<file path="src/verilog/srb_pkg.sv">
// Purpose: Constants for the special register bank: addresses, resets, fields.
// Assumes: 8-bit register space, register addresses 0x80 to 0xff.
// Notes:   Lookup helpers are constant functions usable at elaboration.
package srb_pkg;
	localparam int SRB_NUM = 38;
	localparam int SRB_IXW = $clog2(SRB_NUM);

	localparam logic [7:0] ADR_PORT_ZERO    = 8'h80;
	localparam logic [7:0] ADR_STACK_PTR    = 8'h81;
	localparam logic [7:0] ADR_PTR0_LO      = 8'h82;
	localparam logic [7:0] ADR_PTR0_HI      = 8'h83;
	localparam logic [7:0] ADR_PTR1_LO      = 8'h84;
	localparam logic [7:0] ADR_PTR1_HI      = 8'h85;
	localparam logic [7:0] ADR_WDOG_RELOAD  = 8'h86;
	localparam logic [7:0] ADR_UART_SPEED   = 8'h87;
	localparam logic [7:0] ADR_TMR_CTRL     = 8'h88;
	localparam logic [7:0] ADR_TMR_MODE     = 8'h89;
	localparam logic [7:0] ADR_TMR0_LO      = 8'h8a;
	localparam logic [7:0] ADR_TMR1_LO      = 8'h8b;
	localparam logic [7:0] ADR_TMR0_HI      = 8'h8c;
	localparam logic [7:0] ADR_TMR1_HI      = 8'h8d;
	localparam logic [7:0] ADR_STRETCH_CTRL = 8'h8e;
	localparam logic [7:0] ADR_PORT_ONE     = 8'h90;
	localparam logic [7:0] ADR_PTR_SELECT   = 8'h92;
	localparam logic [7:0] ADR_SER0_CTRL    = 8'h98;
	localparam logic [7:0] ADR_SER0_BUF     = 8'h99;
	localparam logic [7:0] ADR_IRQ_EN2      = 8'h9a;
	localparam logic [7:0] ADR_SER1_CTRL    = 8'h9b;
	localparam logic [7:0] ADR_SER1_BUF     = 8'h9c;
	localparam logic [7:0] ADR_SER1_RLD_LO  = 8'h9d;
	localparam logic [7:0] ADR_PORT_TWO     = 8'ha0;
	localparam logic [7:0] ADR_IRQ_EN0      = 8'ha8;
	localparam logic [7:0] ADR_IRQ_PRI0     = 8'ha9;
	localparam logic [7:0] ADR_SER0_RLD_LO  = 8'haa;
	localparam logic [7:0] ADR_IRQ_EN1      = 8'hb8;
	localparam logic [7:0] ADR_IRQ_PRI1     = 8'hb9;
	localparam logic [7:0] ADR_SER0_RLD_HI  = 8'hba;
	localparam logic [7:0] ADR_SER1_RLD_HI  = 8'hbb;
	localparam logic [7:0] ADR_MOVX_PAGE    = 8'hbf;
	localparam logic [7:0] ADR_IRQ_REQ_CTRL = 8'hc0;
	localparam logic [7:0] ADR_EXT_IRQ_POL  = 8'hc8;
	localparam logic [7:0] ADR_STATUS_WORD  = 8'hd0;
	localparam logic [7:0] ADR_BAUD_CTRL    = 8'hd8;
	localparam logic [7:0] ADR_ACCUM        = 8'he0;
	localparam logic [7:0] ADR_MULDIV_AUX   = 8'hf0;

	localparam logic [7:0] SRB_ADDR [SRB_NUM] = '{
		ADR_PORT_ZERO, ADR_STACK_PTR, ADR_PTR0_LO, ADR_PTR0_HI, ADR_PTR1_LO,
		ADR_PTR1_HI, ADR_WDOG_RELOAD, ADR_UART_SPEED, ADR_TMR_CTRL, ADR_TMR_MODE,
		ADR_TMR0_LO, ADR_TMR1_LO, ADR_TMR0_HI, ADR_TMR1_HI, ADR_STRETCH_CTRL,
		ADR_PORT_ONE, ADR_PTR_SELECT, ADR_SER0_CTRL, ADR_SER0_BUF, ADR_IRQ_EN2,
		ADR_SER1_CTRL, ADR_SER1_BUF, ADR_SER1_RLD_LO, ADR_PORT_TWO, ADR_IRQ_EN0,
		ADR_IRQ_PRI0, ADR_SER0_RLD_LO, ADR_IRQ_EN1, ADR_IRQ_PRI1, ADR_SER0_RLD_HI,
		ADR_SER1_RLD_HI, ADR_MOVX_PAGE, ADR_IRQ_REQ_CTRL, ADR_EXT_IRQ_POL,
		ADR_STATUS_WORD, ADR_BAUD_CTRL, ADR_ACCUM, ADR_MULDIV_AUX};

	localparam logic [7:0] RST_ZERO        = 8'h00;
	localparam logic [7:0] RST_PORT        = 8'hff;
	localparam logic [7:0] RST_STACK       = 8'h07;
	localparam logic [7:0] RST_STRETCH     = 8'h01;
	localparam logic [7:0] RST_SER0_RLD_LO = 8'hd9;
	localparam logic [7:0] RST_RLD_HI      = 8'h03;

	localparam logic [7:0] SRB_UNMAPPED_RD = 8'h00;
	localparam logic [7:0] SRB_FULL_MASK   = 8'hff;
	localparam logic [7:0] SRB_BAUD_MASK   = 8'h80;
	localparam logic [7:0] SRB_ONE_BIT     = 8'h01;
	localparam logic [7:0] SRB_STACK_STEP  = 8'h01;
	localparam int         SRB_BITADR_LSBS = 3;

	localparam int PSW_PARITY  = 0;
	localparam int PSW_USER1   = 1;
	localparam int PSW_OVF     = 2;
	localparam int PSW_BANK_LO = 3;
	localparam int PSW_BANK_HI = 4;
	localparam int PSW_USER0   = 5;
	localparam int PSW_HALF    = 6;
	localparam int PSW_CARRY   = 7;
	localparam int STRETCH_MSB = 2;
	localparam int SEL_BIT     = 0;
	localparam int BAUD_BIT    = 7;
	localparam logic [2:0] BANK_LSBS = 3'h0;

	function automatic int srb_ix(input logic [7:0] a);
		int r;
		r = 0;
		for (int i = 0; i < SRB_NUM; i++) begin
			if (SRB_ADDR[i] == a) r = i;
		end
		return r;
	endfunction

	function automatic logic [SRB_IXW:0] srb_find(input logic [7:0] a);
		logic [SRB_IXW:0] r;
		r = '0;
		for (int i = 0; i < SRB_NUM; i++) begin
			if (SRB_ADDR[i] == a) r = {1'b1, SRB_IXW'(i)};
		end
		return r;
	endfunction

	function automatic logic [7:0] srb_rst_val(input logic [7:0] a);
		logic [7:0] r;
		r = RST_ZERO;
		if (a == ADR_PORT_ZERO || a == ADR_PORT_ONE) r = RST_PORT;
		if (a == ADR_STACK_PTR) r = RST_STACK;
		if (a == ADR_STRETCH_CTRL) r = RST_STRETCH;
		if (a == ADR_SER0_RLD_LO) r = RST_SER0_RLD_LO;
		if (a == ADR_SER0_RLD_HI || a == ADR_SER1_RLD_HI) r = RST_RLD_HI;
		return r;
	endfunction

	function automatic logic [7:0] srb_wmask(input logic [7:0] a);
		return (a == ADR_BAUD_CTRL) ? SRB_BAUD_MASK : SRB_FULL_MASK;
	endfunction
endpackage

</file>
<file path="src/verilog/srb_special_reg_bank.sv">
// Purpose: Special register bank of an 8-bit core, byte and bit access.
// Assumes: Core drives access strobes on core_clk_i; one access per cycle.
// Notes:   Software writes win over same-cycle hardware updates, except the recomputed parity bit.
`timescale 1ns/1ns
// Functional notes
// Unoccupied addresses read undefined (zero here); writes there change nothing.
// Addresses multiple of eight allow bit access; others only byte access.
// Reset: ports 0,1 to 0xff, stack 0x07, stretch 0x01, others zero except serial reloads (,).
// Serial 0 reload low resets 0xd9; serial 1 reload low resets zero.
// Both serial reload high bytes reset to 0x03.
// Paging register supplies upper address byte for indirect external transfers.
// Baud rate control implements only bit 7.
// Timer-2 control location holds external irq 2 and 3 polarity.
// Aux operand register used by multiply/divide, else free scratch.
// Status word: carry 7, half carry 6, user 5, overflow 2, user 1, parity 0.
// Status bits 4:3 select working bank base 0x00, 0x08, 0x10, 0x18.
// Parity bit keeps accumulator plus parity at even count of ones.
// Pointer select at 0x92 resets to zero, first pointer active.
// Pointer select bit 0 picks the active data pointer.
// Stretch control low three bits give external access stretch 0 to 7.
// Stack pointer increments before push, first push lands at 0x08.
// Parity recomputed every cycle; software writes to it do not last.
module srb_special_reg_bank (
	input  wire logic        core_clk_i,
	input  wire logic        reset_i,
	input  wire logic [7:0]  sfr_addr_i,
	input  wire logic        sfr_wr_i,
	input  wire logic [7:0]  sfr_wdata_i,
	input  wire logic        sfr_rd_i,
	input  wire logic        bit_wr_i,
	input  wire logic        bit_rd_i,
	input  wire logic [2:0]  bit_sel_i,
	input  wire logic        bit_val_i,
	input  wire logic        acc_ld_i,
	input  wire logic [7:0]  acc_d_i,
	input  wire logic        aux_ld_i,
	input  wire logic [7:0]  aux_d_i,
	input  wire logic        flag_ld_i,
	input  wire logic        carry_i,
	input  wire logic        half_i,
	input  wire logic        ovf_i,
	input  wire logic        push_i,
	input  wire logic        pop_i,
	output logic      [7:0]  sfr_rdata_o,
	output logic             sfr_hit_o,
	output logic             bit_rdata_o,
	output logic      [15:0] dptr_o,
	output logic      [7:0]  movx_page_o,
	output logic      [4:0]  bank_base_o,
	output logic      [2:0]  stretch_o,
	output logic             baud_sel_o,
	output logic      [7:0]  irq_pol_o,
	output logic      [7:0]  port0_o,
	output logic      [7:0]  port1_o,
	output logic      [7:0]  port2_o,
	output logic      [7:0]  stack_ptr_o,
	output logic      [7:0]  acc_o,
	output logic      [7:0]  aux_o,
	output logic      [7:0]  psw_o
);
	localparam int NUM = srb_pkg::SRB_NUM;
	localparam int IXW = srb_pkg::SRB_IXW;
	localparam logic [IXW-1:0] IX_STACK = IXW'(srb_pkg::srb_ix(srb_pkg::ADR_STACK_PTR));
	localparam logic [IXW-1:0] IX_P0LO  = IXW'(srb_pkg::srb_ix(srb_pkg::ADR_PTR0_LO));
	localparam logic [IXW-1:0] IX_P0HI  = IXW'(srb_pkg::srb_ix(srb_pkg::ADR_PTR0_HI));
	localparam logic [IXW-1:0] IX_P1LO  = IXW'(srb_pkg::srb_ix(srb_pkg::ADR_PTR1_LO));
	localparam logic [IXW-1:0] IX_P1HI  = IXW'(srb_pkg::srb_ix(srb_pkg::ADR_PTR1_HI));
	localparam logic [IXW-1:0] IX_STR   = IXW'(srb_pkg::srb_ix(srb_pkg::ADR_STRETCH_CTRL));
	localparam logic [IXW-1:0] IX_SEL   = IXW'(srb_pkg::srb_ix(srb_pkg::ADR_PTR_SELECT));
	localparam logic [IXW-1:0] IX_PAGE  = IXW'(srb_pkg::srb_ix(srb_pkg::ADR_MOVX_PAGE));
	localparam logic [IXW-1:0] IX_POL   = IXW'(srb_pkg::srb_ix(srb_pkg::ADR_EXT_IRQ_POL));
	localparam logic [IXW-1:0] IX_PSW   = IXW'(srb_pkg::srb_ix(srb_pkg::ADR_STATUS_WORD));
	localparam logic [IXW-1:0] IX_BAUD  = IXW'(srb_pkg::srb_ix(srb_pkg::ADR_BAUD_CTRL));
	localparam logic [IXW-1:0] IX_ACC   = IXW'(srb_pkg::srb_ix(srb_pkg::ADR_ACCUM));
	localparam logic [IXW-1:0] IX_AUX   = IXW'(srb_pkg::srb_ix(srb_pkg::ADR_MULDIV_AUX));
	localparam logic [IXW-1:0] IX_PORT0 = IXW'(srb_pkg::srb_ix(srb_pkg::ADR_PORT_ZERO));
	localparam logic [IXW-1:0] IX_PORT1 = IXW'(srb_pkg::srb_ix(srb_pkg::ADR_PORT_ONE));
	localparam logic [IXW-1:0] IX_PORT2 = IXW'(srb_pkg::srb_ix(srb_pkg::ADR_PORT_TWO));

	logic [NUM-1:0][7:0] regs_r;
	logic [NUM-1:0][7:0] regs_nxt;
	logic [IXW:0]        find_w;
	logic                hit_w;
	logic [IXW-1:0]      ix_w;
	logic                wr_hit_w;
	logic                bit_adr_w;
	logic                bit_ok_w;
	logic [7:0]          bit_mask_w;
	logic [7:0]          bit_byte_w;
	logic [7:0]          wmask_w;
	logic [7:0]          rd_byte_w;
	logic [7:0]          rdata_r;
	logic                hit_r;
	logic                bit_r;

	// Address decode
	assign find_w     = srb_pkg::srb_find(sfr_addr_i);
	assign hit_w      = find_w[IXW];
	assign ix_w       = find_w[IXW-1:0];
	assign wr_hit_w   = sfr_wr_i & hit_w;
	assign bit_adr_w  = sfr_addr_i[srb_pkg::SRB_BITADR_LSBS-1:0] == '0;
	assign bit_ok_w   = bit_wr_i & hit_w & bit_adr_w;
	assign bit_mask_w = srb_pkg::SRB_ONE_BIT << bit_sel_i;
	assign bit_byte_w = bit_val_i ? (regs_r[ix_w] | bit_mask_w) : (regs_r[ix_w] & ~bit_mask_w);
	assign wmask_w    = srb_pkg::srb_wmask(sfr_addr_i);
	assign rd_byte_w  = hit_w ? regs_r[ix_w] : srb_pkg::SRB_UNMAPPED_RD;

	// Next state of the whole bank
	always_comb begin
		regs_nxt = regs_r;
		if (acc_ld_i) begin
			regs_nxt[IX_ACC] = acc_d_i;
		end
		if (aux_ld_i) begin
			regs_nxt[IX_AUX] = aux_d_i;
		end
		if (flag_ld_i) begin
			regs_nxt[IX_PSW][srb_pkg::PSW_CARRY] = carry_i;
			regs_nxt[IX_PSW][srb_pkg::PSW_HALF]  = half_i;
			regs_nxt[IX_PSW][srb_pkg::PSW_OVF]   = ovf_i;
		end
		if (push_i && !pop_i) begin
			regs_nxt[IX_STACK] = regs_r[IX_STACK] + srb_pkg::SRB_STACK_STEP;
		end else if (pop_i && !push_i) begin
			regs_nxt[IX_STACK] = regs_r[IX_STACK] - srb_pkg::SRB_STACK_STEP;
		end
		if (wr_hit_w) begin
			regs_nxt[ix_w] = sfr_wdata_i & wmask_w;
		end else if (bit_ok_w) begin
			regs_nxt[ix_w] = bit_byte_w & wmask_w;
		end
		regs_nxt[IX_PSW][srb_pkg::PSW_PARITY] = ^regs_nxt[IX_ACC];
	end

	always_ff @(posedge core_clk_i or posedge reset_i) begin
		if (reset_i) begin
			for (int i = 0; i < NUM; i++) begin
				regs_r[i] <= srb_pkg::srb_rst_val(srb_pkg::SRB_ADDR[i]);
			end
		end else begin
			regs_r <= regs_nxt;
		end
	end

	// Registered read port
	always_ff @(posedge core_clk_i or posedge reset_i) begin
		if (reset_i) begin
			rdata_r <= srb_pkg::RST_ZERO;
			hit_r   <= 1'b0;
			bit_r   <= 1'b0;
		end else begin
			if (sfr_rd_i) begin
				rdata_r <= rd_byte_w;
				hit_r   <= hit_w;
			end
			if (bit_rd_i) begin
				bit_r <= hit_w & bit_adr_w & rd_byte_w[bit_sel_i];
			end
		end
	end

	assign sfr_rdata_o = rdata_r;
	assign sfr_hit_o   = hit_r;
	assign bit_rdata_o = bit_r;
	assign dptr_o      = regs_r[IX_SEL][srb_pkg::SEL_BIT] ? {regs_r[IX_P1HI], regs_r[IX_P1LO]}
	                                                       : {regs_r[IX_P0HI], regs_r[IX_P0LO]};
	assign movx_page_o = regs_r[IX_PAGE];
	assign bank_base_o = {regs_r[IX_PSW][srb_pkg::PSW_BANK_HI:srb_pkg::PSW_BANK_LO],
	                      srb_pkg::BANK_LSBS};
	assign stretch_o   = regs_r[IX_STR][srb_pkg::STRETCH_MSB:0];
	assign baud_sel_o  = regs_r[IX_BAUD][srb_pkg::BAUD_BIT];
	assign irq_pol_o   = regs_r[IX_POL];
	assign port0_o     = regs_r[IX_PORT0];
	assign port1_o     = regs_r[IX_PORT1];
	assign port2_o     = regs_r[IX_PORT2];
	assign stack_ptr_o = regs_r[IX_STACK];
	assign acc_o       = regs_r[IX_ACC];
	assign aux_o       = regs_r[IX_AUX];
	assign psw_o       = regs_r[IX_PSW];

	// Checks
	logic hw_busy_w;
	logic rst_match_w;
	logic first_r;
	assign hw_busy_w = acc_ld_i | aux_ld_i | flag_ld_i | push_i | pop_i;
	always_comb begin
		rst_match_w = 1'b1;
		for (int i = 0; i < NUM; i++) begin
			if (regs_r[i] != srb_pkg::srb_rst_val(srb_pkg::SRB_ADDR[i])) rst_match_w = 1'b0;
		end
	end
	always_ff @(posedge core_clk_i or posedge reset_i) begin
		if (reset_i) begin
			first_r <= 1'b1;
		end else begin
			first_r <= 1'b0;
		end
	end
endmodule

</file>
<file path="config.mk">
export PLATFORM = sky130hd
export DESIGN_NAME = srb_special_reg_bank
export DESIGN_NICKNAME = d
export VERILOG_FILES = /design/src/verilog/srb_pkg.sv /design/src/verilog/srb_special_reg_bank.sv
export SDC_FILE = /design/constraint.sdc
export NUM_CORES = 1
export LEC_CHECK = 0
export BUFFER_PORTS_ARGS = -buffer_cell sky130_fd_sc_hd__buf_2
export CAP_MARGIN = 20
export CORE_ASPECT_RATIO = 1.4
export CORE_MARGIN = 2
export CORE_UTILIZATION = 45
export DETAILED_ROUTE_END_ITERATION = 8
export PLACE_DENSITY = 0.63
export REMOVE_ABC_BUFFERS = 1
export SYNTH_ARGS = -nofsm -noshare
export SYNTH_HDL_FRONTEND = slang
export SYNTH_SLANG_ARGS = --single-unit
</file>
<file path="constraint.sdc">
create_clock -name core_clk_i -period 12.5 [get_ports core_clk_i]
set_input_delay 0.625 -clock core_clk_i [delete_from_list [all_inputs] [get_ports core_clk_i]]
set_output_delay 0.625 -clock core_clk_i [all_outputs]
set_load 0.02 [all_outputs]
</file>
==> flow_summary.toml <==
[status]
outcome = "completed"

[critical_path]
arrival_ns = 7.07
required_time_worst_endpoint_ns = 12.94
crit_end = "regs_r[164]"
worst_setup_path_start_kind = "primary input"
setup.worst_path.class = "primary input to flip-flop"
r2r-start = "regs_r[128]"
worstSetupStartpoint = "sfr_addr_i[7]"
regToRegSetupSlack_ns = 8.78
ff2ff_path_depth = 9
worst-path-max-fanout = 69
timing.critical_path.to_type = "flip-flop"
r2r-end = "psw_o[0]"

[route]
drc = 0
via_per_instance_ratio = 6.26
routed_wirelength_mm = 63.9
avgRoutedWirePerCell_um = 26.4
route.vias.total = 15200
antenna_violating_nets_post_route = 0
initialDrtViolationCount = 1522
drt_first_pass_iters = 6

[global_route]
grt_first_pass_wirelength_mm = 95.6
grt_start_max_net_pins = 110
first_global_vias = 14700
grt_overflow_total = 0
grt_util_all_layers_pct = 32.3
antenna_found_initial = 1

[synth]
post_synth.cell_area_avg_sq_um = 8.92
yosys.area.top_type_share_pct = 41.8
syn_area_sq_um = 17100
synth_area_leader_cell = "sky130_fd_sc_hd__dfrtp_1"
warnings_from_yosys = 0
async_reset_ff_share_pct = 100
synth_ff_type = "sky130_fd_sc_hd__dfrtp_1"
synth.ff_latch_count = 314
ys_top_cells_by_area = "sky130_fd_sc_hd__dfrtp_1, sky130_fd_sc_hd__a21oi_1, sky130_fd_sc_hd__nand2_1"
ys_types = 91
synth_sequential_area_ratio_pct = 46.2
synth_edf_count = 0
synthesis.instances = 1913

[timing]
setup_repair_after_global_routing_missed_its_margin = "no"
max_freq_ghz = 0.151
finalHoldViolations = 0
max_slew_margin_pct = 17.9
finalCriticalPeriod_ns = 6.63
layout_worst_path_cycle_share_pct = 53.0
setup_total_negative_slack_ns = 0
skew_ns = 0.0211
worst-slew-pin-transition_ns = 1.22
setup_viol_count_final = 0
finalMaxSlewViolations = 0

[die]
top_level_ports = 157
die_area_sq_um = 39500
die_y_um = 234
initial_utilization_pct = 45.5
core_area_sq_um = 37500
core.rowCount = 84
dieWidth_um = 169

[clocking]
clock-root-buffer = "sky130_fd_sc_hd__clkbuf_16"
clock_sinks = 314
cts.htree.levels = 1
post-cts-setup-buffers = 0
tritoncts = "yes"
cts_buffers = 30
clk_pin_slew_ns = 0.06
clk_latency_ns = 0.59
cts_buffer_depth = 3
postCtsHoldBufs = 0
post_cts.resized_instances = 0

[placement]
detailed_placement_wirelength_estimate_mm = 44.3
final_weighted_congestion_of_routability_driven_global_placement = 1.02
port-buffer-count = 153
dpl.cell_count = 2364
detailed_place.area_sq_um = 17500

[layout]
layout.cells.non_filler = 2425
total_inserted_antenna_cells = 0
post_route_cells_drive_above_1_share_pct = 17.4
syn2layout_area_growth_pct = 9.04
finish.utilization_pct = 49.6
fin_area_sq_um = 18600
design.final.nets = 1980

[pwr]
static-leakage-power_nw = 8.49
worst_vdd_drop_mv = 0.0929
power.density_nw_per_um2 = 137

[run]
max_cap_viol_count = 0

[hold_path]
timing.hold.worst.class = "primary input to asynchronous set/reset pin"
## layout make-up
class,count,area [sq um]
Sequential cell,314,7890
Fill cell,3523,18900
Multi-Input combinational cell,1337,7750
Timing Repair Buffer,200,1150
Clock buffer,43,881
Tap cell,473,592
Clock inverter,13,170
Inverter,45,176
## layout by cell type (no fill, tap or decap), types with 37 or more instances in the layout
| cell | instances |
|---|---|
| sky130_fd_sc_hd__a21oi_1 | 209 |
| sky130_fd_sc_hd__buf_2 | 153 |
| sky130_fd_sc_hd__buf_4 | 42 |
| sky130_fd_sc_hd__dfrtp_1 | 285 |
| sky130_fd_sc_hd__inv_1 | 44 |
| sky130_fd_sc_hd__mux2i_1 | 71 |
| sky130_fd_sc_hd__nand2_1 | 233 |
| sky130_fd_sc_hd__nor2_1 | 227 |
| sky130_fd_sc_hd__o21ai_0 | 133 |
| sky130_fd_sc_hd__o22ai_1 | 37 |
## stage by stage
stage | total power [mW] | setup WS (ns) | hold WS (ns)
6_report | 2.55 | 5.87 | 0.195
4_1_cts | 2.56 | 6.24 | 0.235
2_1_floorplan | 1.38 | 3.24 | 0.442
3_5_place_dp | 1.57 | 5.65 | 0.465
3_3_place_gp | 1.57 | 5.69 | 0.456
5_1_grt | 2.64 | 5.70 | 0.280
## where the power goes
part	leakage (nW)	internal [mW]	switching, mW
sequential	4.10	1.07	0.0609
combinational	3.87	0.147	0.288
clock	0.516	0.571	0.415
## critical path, cell delays in order
cell	delay, ns
sky130_fd_sc_hd__buf_2	0.24
sky130_fd_sc_hd__nor4bb_1	0.37
sky130_fd_sc_hd__nand2_1	0.62
sky130_fd_sc_hd__nand3_1	0.45
sky130_fd_sc_hd__o31a_4	0.32
sky130_fd_sc_hd__buf_4	0.75
sky130_fd_sc_hd__nand4_1	0.84
sky130_fd_sc_hd__o221a_2	0.57
sky130_fd_sc_hd__a31oi_1	0.49
sky130_fd_sc_hd__a221oi_2	0.23
sky130_fd_sc_hd__o32ai_1	0.32
sky130_fd_sc_hd__nand2b_1	0.28
sky130_fd_sc_hd__o22a_1	0.18
sky130_fd_sc_hd__buf_4	0.39
sky130_fd_sc_hd__o21ai_0	0.20
## flip-flops by register name, summed over array words and instances (netlist names)
signal	count
stretch_o	3
movx_page_o	8
bit_rdata_o	1
psw_o	8
baud_sel_o	1
sfr_hit_o	1
aux_o	8
port1_o	8
port0_o	8
regs_r	228
acc_o	8
irq_pol_o	8
stack_ptr_o	8
sfr_rdata_o	8
port2_o	8
## kinds of logic after synthesis
logic type,share of synthesized area [%]
AND/OR/NAND/NOR,16.7
AO/OA/AOI/OAI,21.1
flip-flops,46.2
buffers and inverters,8.56
multiplexers,6.27
XOR/XNOR,0.946
adder cells (fa/ha/maj),0.147
other,0.0220
## per-layer routing
| metal | GRT usage, % | routed length (um) | up-vias |
|---|---|---|---|
| met4 | 23.1 | 5390 | 0 |
| met5 | 0 | 0 | - |
| li1 | - | - | 6732 |
| met1 | 39.0 | 24100 | 7361 |
| met2 | 52.9 | 29600 | 843 |
| met3 | 5.11 | 4810 | 250 |
## synth_stat cells (all sizes together), types with 5 or more instances
cell type	count
a211o	6
a211oi	21
a21oi	209
a221oi	16
a22o	7
a22oi	7
a31oi	16
a32oi	5
and2	11
and3	17
buf	141
clkbuf	78
dfrtp	285
dfstp	29
inv	45
mux2	30
mux2i	71
nand2	234
nand2b	8
nand3	35
nand4	9
nor2	229
nor2b	17
nor3	33
o211ai	9
o21ai	149
o221ai	17
o22a	13
o22ai	37
o31ai	7
o32ai	9
or3	8
or4	6
xnor2	8
xor2	7
## how the worst min path moves through the flow
stage	start	endpoint	slack, ns	cells after the start
finish	reset_i	port2_o[0]	0.20	2
global route	reset_i	port2_o[0]	0.28	2
CTS	reset_i	port2_o[3]	0.24	2
detailed placement	regs_r[229]	regs_r[229]	0.47	2
global placement	regs_r[206]	regs_r[206]	0.46	2
floorplan	regs_r[138]	regs_r[138]	0.44	2
No activity file was read; power rests on OpenSTA's default activity.
